==> src/verilog/spisd_regs.vh <==
// Purpose: register offsets, field positions, reset values and timing counts
// Assumes: 32-bit avalon data, byte addresses, one register per aligned word
// Notes: narrow registers sit in the low bits, upper bits read as zero
`ifndef SPISD_REGS_VH
`define SPISD_REGS_VH

`define SPISD_ADDR_W 4
`define SPISD_OFF_STAT 4'h0
`define SPISD_OFF_DATA 4'h4
`define SPISD_OFF_CTRL 4'h8

// status register fields
`define SPISD_ST_RATE_LO 0
`define SPISD_ST_RATE_HI 1
`define SPISD_ST_FDE 2
`define SPISD_ST_TXE 3
`define SPISD_ST_MODE_FAULT_FLAG 4
`define SPISD_ST_OVR 6
`define SPISD_ST_RXF 7

// control register fields
`define SPISD_CT_EN 0
`define SPISD_CT_MASTER 1
`define SPISD_CT_TXIE 2

// reset values
`define SPISD_RST_RATE 2'h0
`define SPISD_RST_FDE 1'h0
`define SPISD_RST_TXE 1'h1
`define SPISD_RST_EN 1'h0
`define SPISD_RST_MASTER 1'h1
`define SPISD_RST_TXIE 1'h0

// rate divisors picked by the two-bit rate select
`define SPISD_DIV_SEL0 8'h02
`define SPISD_DIV_SEL1 8'h08
`define SPISD_DIV_SEL2 8'h20
`define SPISD_DIV_SEL3 8'h80

// longest wait from a data write to the empty flag rising again on an enabled idle unit
`define SPISD_TXE_MAX_CYC 2

`endif

==> src/verilog/spisd_rate_gen.v <==
// Purpose: master serial clock generator, toggles every divisor base clocks
// Assumes: base clock output is clk_in itself
// Notes: halts at the idle level whenever not running
`timescale 1ns/1ns
`include "spisd_regs.vh"
module spisd_rate_gen #(
  parameter CNT_W = 8
) (
  input wire clk_in,
  input wire srst_in,
  input wire run_in,
  input wire [1:0] rate_sel_in,
  output reg sck_out,
  output reg sck_edge_out
);
  reg [CNT_W-1:0] cnt_q;
  reg [CNT_W-1:0] div_d;
  reg [1:0] sel_q;

  // divisor lookup
  always @* begin
    case (rate_sel_in)
      2'h0: div_d = `SPISD_DIV_SEL0;
      2'h1: div_d = `SPISD_DIV_SEL1;
      2'h2: div_d = `SPISD_DIV_SEL2;
      2'h3: div_d = `SPISD_DIV_SEL3;
      default: div_d = `SPISD_DIV_SEL0;
    endcase
  end

  // half period is one divisor, full period twice it
  always @(posedge clk_in) begin
    if (srst_in) begin
      cnt_q <= {CNT_W{1'b0}};
      sck_out <= 1'b0;
      sck_edge_out <= 1'b0;
      sel_q <= 2'h0;
    end else begin
      sel_q <= rate_sel_in;
      sck_edge_out <= 1'b0;
      // a rate change mid count restarts the half period cleanly
      if (!run_in || sel_q != rate_sel_in) begin
        cnt_q <= {CNT_W{1'b0}};
        if (!run_in) begin
          sck_out <= 1'b0;
        end
      end else if (cnt_q == div_d - 1'b1) begin
        cnt_q <= {CNT_W{1'b0}};
        sck_out <= ~sck_out;
        sck_edge_out <= 1'b1;
      end else begin
        cnt_q <= cnt_q + 1'b1;
      end
    end
  end
endmodule

==> src/verilog/spisd_ss_ctl.v <==
// Purpose: slave-select pin ownership and mode fault detection
// Assumes: ss_n_in is synchronous to clk_in
// Notes: fault_set_out is a one-cycle pulse in slave mode but stays high while a master sees ss_n_in low, already gated by the enable bit
`timescale 1ns/1ns
module spisd_ss_ctl (
  input wire clk_in,
  input wire srst_in,
  input wire enable_in,
  input wire master_in,
  input wire fde_in,
  input wire busy_in,
  input wire ss_n_in,
  output reg ss_owned_out,
  output reg fault_set_out
);
  reg ss_prev_q;
  wire ss_rise;

  assign ss_rise = ss_n_in & ~ss_prev_q;

  always @(posedge clk_in) begin
    if (srst_in) begin
      ss_prev_q <= 1'b1;
      ss_owned_out <= 1'b0;
      fault_set_out <= 1'b0;
    end else begin
      ss_prev_q <= ss_n_in;
      // slave always claims the pin, master only with fault detect
      ss_owned_out <= enable_in & (~master_in | fde_in);
      // master with fde low never looks at the pin level
      fault_set_out <= enable_in & fde_in &
        ((master_in & ~ss_n_in) | (~master_in & busy_in & ss_rise));
    end
  end
endmodule

==> src/verilog/spisd_top.v <==
// Behaviour
// - idle unit loads a written byte and raises tx empty within two cycles.
// - idle unit empties buffer at once, so two bytes can be queued.
// - busy slave keeps pending byte buffered until the transfer ends.
// - tx empty reads 1 when buffer empty, 0 otherwise; reset sets it.
// - mode fault may set only while fault detect enable is 1.
// - clearing fault detect enable leaves a set mode fault alone.
// - master without fault detect releases slave select and ignores it.
// - master with fault detect claims slave select as an input.
// - enabled slave always claims slave select as an input.
// - slave with fault detect low only loses the mode fault flag.
// - rate select 00,01,10,11 picks divisor 2,8,32,128 in master mode.
// - serial clock equals base clock over twice the divisor.
// - rate select ignored in slave mode; reset clears it to 00.
// - data write loads the transmit buffer only.
// - data read returns the receive buffer.
// - separate tx and rx byte buffers, neither reset.
// - tx empty sets on each load into shifter; interrupt if enabled.
// - mode fault: slave select rising in slave transfer, or low in master.
// - status read with mode fault set, then data write, clears it.
// - any data read clears the receive full flag.
//
// Purpose: status, rate select and data buffers of the serial interface
// Assumes: shift engine outside, reports busy and completed bytes
// Notes: avalon slave answers one cycle after a request is raised
//
// Added by the designer: the Avalon-MM register port and the placing of the registers.
`timescale 1ns/1ns
`include "spisd_regs.vh"
module spisd_top #(
  parameter DATA_W = 32
) (
  input wire clk_in,
  input wire srst_in,
  input wire [`SPISD_ADDR_W-1:0] avs_address_in,
  input wire avs_read_in,
  input wire avs_write_in,
  input wire [DATA_W-1:0] avs_writedata_in,
  input wire [3:0] avs_byteenable_in,
  output reg [DATA_W-1:0] avs_readdata_out,
  output reg avs_waitrequest_out,
  input wire shift_busy_in,
  input wire shift_done_in,
  input wire [7:0] shift_rx_data_in,
  input wire ss_n_in,
  output reg shift_load_out,
  output reg [7:0] shift_tx_data_out,
  output wire sck_out,
  output wire sck_edge_out,
  output wire ss_owned_out,
  output reg tx_irq_req_out,
  output reg enable_out,
  output reg master_out
);
  // control state
  reg [1:0] rate_sel_q;
  reg fde_q;
  reg txie_q;
  reg tx_empty_q;
  reg rx_full_q;
  reg ovr_q;
  reg mode_fault_flag_q;
  reg mode_fault_flag_armed_q;
  reg ovr_armed_q;
  reg [7:0] tx_buf_q;
  reg [7:0] rx_buf_q;

  // bus decode
  wire req;
  wire accept;
  wire wr_acc;
  wire rd_acc;
  wire hit_stat;
  wire hit_data;
  wire hit_ctrl;
  wire lane0;
  reg [DATA_W-1:0] rdata_d;
  reg [7:0] stat_d;
  reg [7:0] ctrl_d;

  // datapath events
  wire data_wr;
  wire data_rd;
  wire stat_rd;
  wire stat_wr;
  wire ctrl_wr;
  wire load_now;
  wire fault_set;
  wire rate_run;

  assign req = avs_read_in | avs_write_in;
  // request completes on the edge that samples waitrequest low
  assign accept = req & ~avs_waitrequest_out;
  assign wr_acc = accept & avs_write_in;
  assign rd_acc = accept & avs_read_in;
  assign hit_stat = avs_address_in == `SPISD_OFF_STAT;
  assign hit_data = avs_address_in == `SPISD_OFF_DATA;
  assign hit_ctrl = avs_address_in == `SPISD_OFF_CTRL;
  assign lane0 = avs_byteenable_in[0];

  assign data_wr = wr_acc & hit_data & lane0;
  assign data_rd = rd_acc & hit_data;
  assign stat_rd = rd_acc & hit_stat;
  assign stat_wr = wr_acc & hit_stat & lane0;
  assign ctrl_wr = wr_acc & hit_ctrl & lane0;

  // idle unit with a pending byte moves it straight into the shifter
  assign load_now = enable_out & ~tx_empty_q & ~shift_busy_in;

  // rate generator runs only as an enabled master
  assign rate_run = enable_out & master_out & shift_busy_in;

  // status word, bit 5 unused and reads zero
  always @* begin
    stat_d = 8'h00;
    stat_d[`SPISD_ST_RATE_HI:`SPISD_ST_RATE_LO] = rate_sel_q;
    stat_d[`SPISD_ST_FDE] = fde_q;
    stat_d[`SPISD_ST_TXE] = tx_empty_q;
    stat_d[`SPISD_ST_MODE_FAULT_FLAG] = mode_fault_flag_q;
    stat_d[`SPISD_ST_OVR] = ovr_q;
    stat_d[`SPISD_ST_RXF] = rx_full_q;
  end

  // control word
  always @* begin
    ctrl_d = 8'h00;
    ctrl_d[`SPISD_CT_EN] = enable_out;
    ctrl_d[`SPISD_CT_MASTER] = master_out;
    ctrl_d[`SPISD_CT_TXIE] = txie_q;
  end

  // read mux, unmapped words read zero
  always @* begin
    rdata_d = {DATA_W{1'b0}};
    if (hit_stat) begin
      rdata_d[7:0] = stat_d;
    end else if (hit_data) begin
      rdata_d[7:0] = rx_buf_q;
    end else if (hit_ctrl) begin
      rdata_d[7:0] = ctrl_d;
    end
  end

  // avalon handshake: one wait cycle, then one cycle with data valid
  always @(posedge clk_in) begin
    if (srst_in) begin
      avs_waitrequest_out <= 1'b1;
      avs_readdata_out <= {DATA_W{1'b0}};
    end else begin
      if (req && avs_waitrequest_out) begin
        avs_waitrequest_out <= 1'b0;
        avs_readdata_out <= avs_read_in ? rdata_d : {DATA_W{1'b0}};
      end else begin
        avs_waitrequest_out <= 1'b1;
      end
    end
  end

  // software written control bits
  always @(posedge clk_in) begin
    if (srst_in) begin
      rate_sel_q <= `SPISD_RST_RATE;
      fde_q <= `SPISD_RST_FDE;
      enable_out <= `SPISD_RST_EN;
      master_out <= `SPISD_RST_MASTER;
      txie_q <= `SPISD_RST_TXIE;
    end else begin
      if (stat_wr) begin
        rate_sel_q <= avs_writedata_in[`SPISD_ST_RATE_HI:`SPISD_ST_RATE_LO];
        fde_q <= avs_writedata_in[`SPISD_ST_FDE];
      end
      if (ctrl_wr) begin
        enable_out <= avs_writedata_in[`SPISD_CT_EN];
        master_out <= avs_writedata_in[`SPISD_CT_MASTER];
        txie_q <= avs_writedata_in[`SPISD_CT_TXIE];
      end
    end
  end

  // transmit buffer; deliberately not reset
  always @(posedge clk_in) begin
    if (data_wr) begin
      tx_buf_q <= avs_writedata_in[7:0];
    end
  end

  // byte handed to the shifter, also not reset
  always @(posedge clk_in) begin
    if (load_now) begin
      shift_tx_data_out <= tx_buf_q;
    end
  end

  // tx empty: load sets, data write clears, set wins on a clash
  always @(posedge clk_in) begin
    if (srst_in) begin
      tx_empty_q <= `SPISD_RST_TXE;
      shift_load_out <= 1'b0;
    end else begin
      shift_load_out <= load_now;
      if (load_now) begin
        tx_empty_q <= 1'b1;
      end else if (data_wr) begin
        // no lockout when still full, the newer byte replaces it
        tx_empty_q <= 1'b0;
      end
    end
  end

  // level request, not latched; software owns the enable
  always @(posedge clk_in) begin
    if (srst_in) begin
      tx_irq_req_out <= 1'b0;
    end else begin
      tx_irq_req_out <= txie_q & (tx_empty_q | load_now);
    end
  end

  // receive side; buffer deliberately not reset
  always @(posedge clk_in) begin
    if (shift_done_in && !rx_full_q) begin
      rx_buf_q <= shift_rx_data_in;
    end
  end

  // rx full; the clearing read wins over a byte completing on a full buffer
  always @(posedge clk_in) begin
    if (srst_in) begin
      rx_full_q <= 1'b0;
    end else if (shift_done_in && !rx_full_q) begin
      rx_full_q <= 1'b1;
    end else if (data_rd) begin
      rx_full_q <= 1'b0;
    end
  end

  // overflow: byte arriving on a full buffer is dropped, old one kept
  always @(posedge clk_in) begin
    if (srst_in) begin
      ovr_q <= 1'b0;
    end else if (shift_done_in && rx_full_q) begin
      ovr_q <= 1'b1;
    end else if (data_rd && ovr_armed_q) begin
      ovr_q <= 1'b0;
    end
  end

  // overflow clear needs a status read first, then a data read
  always @(posedge clk_in) begin
    if (srst_in) begin
      ovr_armed_q <= 1'b0;
    end else if (stat_rd) begin
      ovr_armed_q <= ovr_q;
    end else if (data_rd) begin
      ovr_armed_q <= 1'b0;
    end
  end

  // mode fault: fde only gates the set term, never clears the flag
  always @(posedge clk_in) begin
    if (srst_in) begin
      mode_fault_flag_q <= 1'b0;
    end else if (fault_set) begin
      mode_fault_flag_q <= 1'b1;
    end else if (data_wr && mode_fault_flag_armed_q) begin
      mode_fault_flag_q <= 1'b0;
    end
  end

  // armed by a status read that sees the flag, spent by the data write
  always @(posedge clk_in) begin
    if (srst_in) begin
      mode_fault_flag_armed_q <= 1'b0;
    end else if (stat_rd) begin
      mode_fault_flag_armed_q <= mode_fault_flag_q;
    end else if (data_wr) begin
      mode_fault_flag_armed_q <= 1'b0;
    end
  end

  spisd_ss_ctl u_ss_ctl (
    .clk_in(clk_in),
    .srst_in(srst_in),
    .enable_in(enable_out),
    .master_in(master_out),
    .fde_in(fde_q),
    .busy_in(shift_busy_in),
    .ss_n_in(ss_n_in),
    .ss_owned_out(ss_owned_out),
    .fault_set_out(fault_set)
  );

  spisd_rate_gen #(
    .CNT_W(8)
  ) u_rate_gen (
    .clk_in(clk_in),
    .srst_in(srst_in),
    .run_in(rate_run),
    .rate_sel_in(rate_sel_q),
    .sck_out(sck_out),
    .sck_edge_out(sck_edge_out)
  );
endmodule

==> config.mk <==
export PLATFORM = sky130hd
export DESIGN_NAME = spisd_top
export DESIGN_NICKNAME = d
export VERILOG_FILES = /design/src/verilog/spisd_rate_gen.v /design/src/verilog/spisd_ss_ctl.v /design/src/verilog/spisd_top.v
export VERILOG_INCLUDE_DIRS = /design/src /design/src/verilog
export SDC_FILE = /design/constraint.sdc
export NUM_CORES = 1
export LEC_CHECK = 0
export BUFFER_PORTS_ARGS = -buffer_cell sky130_fd_sc_hd__buf_2
export CAP_MARGIN = 0
export CORE_ASPECT_RATIO = 1.2
export CORE_MARGIN = 2
export CORE_UTILIZATION = 30
export CTS_BUF_LIST = sky130_fd_sc_hd__clkbuf_4 sky130_fd_sc_hd__clkbuf_8
export DETAILED_ROUTE_END_ITERATION = 8
export SLEW_MARGIN = 20
export SYNTH_ARGS = -nofsm -noshare
export SYNTH_HDL_FRONTEND = slang
export SYNTH_SLANG_ARGS = --single-unit
==> constraint.sdc <==
create_clock -name clk_in -period 3.9 [get_ports clk_in]
set_input_delay 0.39 -clock clk_in [delete_from_list [all_inputs] [get_ports clk_in]]
set_output_delay 0.39 -clock clk_in [all_outputs]
set_load 0.01 [all_outputs]
==> impl_results.md <==
* Worst hold slack at 224 ps
* Seq/Total Area, Yosys at 57.6%
* Pwr per Cell Area at 407 nW/um2
* R2R Setup Slk at 1970 ps
* Clock Sinks at 62
* Share of cells above drive strength 1 at 25.0%
* Inst Count DP at 393
* Worst-path cell chain: or4_1 > and3_4 > a2111oi_4 > mux2_1
* Critical path origin: rate_sel_q[1]$_SDFFE_PP0P_
* Critical Path End Type: flop
* Slew Viols, Final at 0
* Total power at 1.23 mW
* Slew HR at 51.9%
* Critical Path RT at 4110 ps
* Max cap viols at 0
* Setup Skew at 9.85 ps
* Setup crit end: u_rate_gen.sck_out$_SDFFE_PP0P_
* Count of non-filler cells in the finished layout at 409
* Clock root cell: clkbuf_8
* Hold_buf cts at 0
* Worst Path Buf+Inv at 0
* NumNets Final at 343
* Fin Setup TNS at 0 ps
* Reg clk slew, reported paths at 70 ps
* CP max-delay cell: or4_1
* Post-CTS Resized at 0
* Pin count of the biggest net entering global routing at 33
* Sequential power share at 55.7%
* Area leader, netlist: dfxtp_1
* Area Overhead vs Synth at 17.4%
* Iter 0 DRT Violations at 99
* Gpl congestion at 0.770
* Mapped cell area at 2570 um2
* Diode count at 0
* Worst Reg-to-Reg Cells at 4
* Post-synthesis compound-gate area fraction at 9.29%
* Mux contribution to synthesized area at 2.38%
* Die Y-Extent at 105 um
* Starting Density at 30.4%
* CP startpoint kind: flop
* Placeable Area at 8470 um2
* Final hold viol count at 0
* Storage cell area at 1480 um2
* Reg2reg end: u_rate_gen.sck_out$_SDFFE_PP0P_
* Grt total ovfl at 0
* Vias per cell at 4.44
* Die width at 88.5 um
* Final worst path period share at 49.5%
* Detailed-route via count at 1814
* CTS tree: yes
* Simple-Gate Fraction of Synth Area at 17.8%
* Vias in the first global route at 1746
* Row count at 37
* CP Class: flop to flop
* DPL Wire Length at 3.59 mm
* Placed Instance Area at 2850 um2
* Combinational share of power at 5.0%
* Footprint of the multi-input gates at 931 um2
* Ranking of synthesized cells by area: dfxtp_1 30%, edfxtp_1 28%, buf_4 7.0%
* Crit-path leading delay family: simple AND/OR/NAND/NOR gates
* Skew-Pair Late Insertion Delay at 330 ps
* Overall Global Routing Usage at 11.3%
* Die area at 9330 um2
* Post-Synth XOR/XNOR Area at 2.73%
* DRC errors left at 0
* Clock power share at 39.3%
* First-pass GRT wire length at 8.07 mm
* CP max stage delay at 550 ps
* Switching Fraction at 23.9%
* Ports at 103
* Main combinational cell family by area after synthesis: simple AND/OR/NAND/NOR gates
* DR WL/cell at 12.1 um
* Yosys warning total at 0
* Mapped Cells at 233
* Port Buffer Count at 51
* Worst-path fanout max at 9
* LEAKAGE at 1.19 nW
* DRT antenna net count at 0
* Fillers at 844
* Area share of the largest cell type after synthesis at 29.6%
* CTS Buf Count at 9
* Clock Tree Buf Depth at 2
* Routed WL at 4.95 mm
* Unrepaired setup endpoints after global routing: false
* Syn Area/Cell at 11.0 um2
* Net switching power at 0.294 mW
* Worst r2r src: rate_sel_q[1]$_SDFFE_PP0P_
* Max Clk Rate at 0.518 GHz
* Final setup viols at 0
* Htree depth at 3
* Pint at 0.936 mW
* Final std cell area, no fill at 3020 um2
* Antenna violations before repair at 0
* Number of distinct library cells after synthesis at 46
* Yosys reg bits at 62
* Post-CTS Setup Repair Bufs at 0
* Status: complete, no violations
* Hold Path Class: primary input to flop
* TritonRoute pass-1 iters at 4
* Crit path depth at 4
* Max IR drop VDD at 0.320 mV
* Critical path arrival at 2140 ps
* Worst Max-Slew Pin Slew at 720 ps
* Fin crit period at 1930 ps
* Adder-cell share of the synthesized area at 0.487%
==> worst min-delay path by stage <==
stage                     startpoint                             end  slack, ps  depth (start not counted)
2_1_floorplan  tx_buf_q[0]$_DFFE_PP_  shift_tx_data_out[0]$_DFFE_PP_        400                          0
3_3_place_gp   tx_buf_q[5]$_DFFE_PP_  shift_tx_data_out[5]$_DFFE_PP_        400                          0
3_5_place_dp   tx_buf_q[5]$_DFFE_PP_  shift_tx_data_out[5]$_DFFE_PP_        400                          0
4_1_cts          avs_writedata_in[4]           tx_buf_q[4]$_DFFE_PP_        210                          1
5_1_grt          avs_writedata_in[4]           tx_buf_q[4]$_DFFE_PP_        200                          1
6_report         shift_rx_data_in[7]           rx_buf_q[7]$_DFFE_PP_        220                          1
==> cell families (layout without fill, tap and decap cells) <==
kind of cell / after synthesis / after routing
other: 1 / 24
and+or+nand+nor: 86 / 86
buffers and inverters: 39 / 75
AOI/OAI and AO/OA: 30 / 30
muxes: 6 / 6
DFF: 62 / 62
xor gates and xnor gates: 8 / 8
adders and majority gates: 1 / 1
==> final cells by class <==
cell class              count  share of cell area, %
repair buffers             52                   8.71
clock inverters             6                   1.29
inverters                   7                  0.871
well taps                 117                   4.85
clock buffers              10                   4.35
flip-flops and latches     62                   49.1
multi-input cells         155                   30.8
==> placed cells by master (no fill, tap or decap), drive strengths merged, types with 2 or more instances in the layout <==
| cell type | instances |
|---|---|
| buf | 52 |
| dfxtp | 38 |
| conb | 24 |
| edfxtp | 24 |
| nor2 | 23 |
| nor3 | 12 |
| nand2 | 12 |
| clkbuf | 10 |
| nor2b | 8 |
| a21oi | 8 |
| inv | 7 |
| nand3 | 5 |
| mux2i | 5 |
| nand4 | 4 |
| xnor2 | 4 |
| xor2 | 4 |
| a222oi | 4 |
| clkinv | 4 |
| nand2b | 3 |
| nor3b | 3 |
| o22ai | 3 |
| o2111ai | 3 |
| a211oi | 3 |
| and3b | 2 |
| a22oi | 2 |
| nand4b | 2 |
| or4 | 2 |
| o21a | 2 |
| nor4 | 2 |
| clkinvlp | 2 |
| or2 | 2 |
| and3 | 2 |
==> cell usage after synthesis, drive strengths merged <==
cell	n
a2111oi	1
or3	1
nand3	5
or2	2
edfxtp	24
o21ai	1
xnor2	4
nand2b	3
o21a	2
clkbuf	6
o211ai	1
nor4b	1
nand4	4
o22ai	3
a21oi	8
nand3b	1
nor2b	8
conb	1
nor4	2
dfxtp	38
and3b	2
o21bai	1
a22oi	2
nand2	12
a222oi	4
mux2i	5
a211o	1
a211oi	3
xor2	4
nor2	23
or4b	1
or4	2
nor3b	3
and3	2
nand4b	2
mux2	1
o2111ai	3
buf	26
nor3	12
inv	7
ha	1
==> registers in the layout, indices dropped and copies added (netlist names), 2 cells and up <==
name / cells
avs_readdata_out: 8
rx_buf_q: 8
shift_tx_data_out: 8
tx_buf_q: 8
u_rate_gen.cnt_q: 8
rate_sel_q: 2
u_rate_gen.sel_q: 2
==> stage by stage <==
stage,utilization (%),worst slack [ps]
2_1_floorplan,-,2040
3_3_place_gp,33.6,1980
3_5_place_dp,33.6,1950
4_1_cts,35.6,1950
5_1_grt,35.6,1870
6_report,35.6,1970
==> power groups by stage <==
stage,clock network (mW),logic (mW),registers (mW)
after floorplan,0,0.0516,0.699
after global placement,0,0.0603,0.699
after detailed placement,0,0.0609,0.699
after CTS,0.507,0.0612,0.685
after global routing,0.533,0.0698,0.686
final,0.484,0.0609,0.685
==> per-layer routing <==
| layer | track usage (%) | wire, um | vias up |
|---|---|---|---|
| met5 | 0 | 0 | - |
| met4 | 5.19 | 91 | 0 |
| met3 | 4.46 | 353 | 10 |
| met2 | 17.9 | 2320 | 77 |
| met1 | 13.2 | 2190 | 829 |
| li1 | - | - | 898 |
Power figures use the tool's default switching activity.
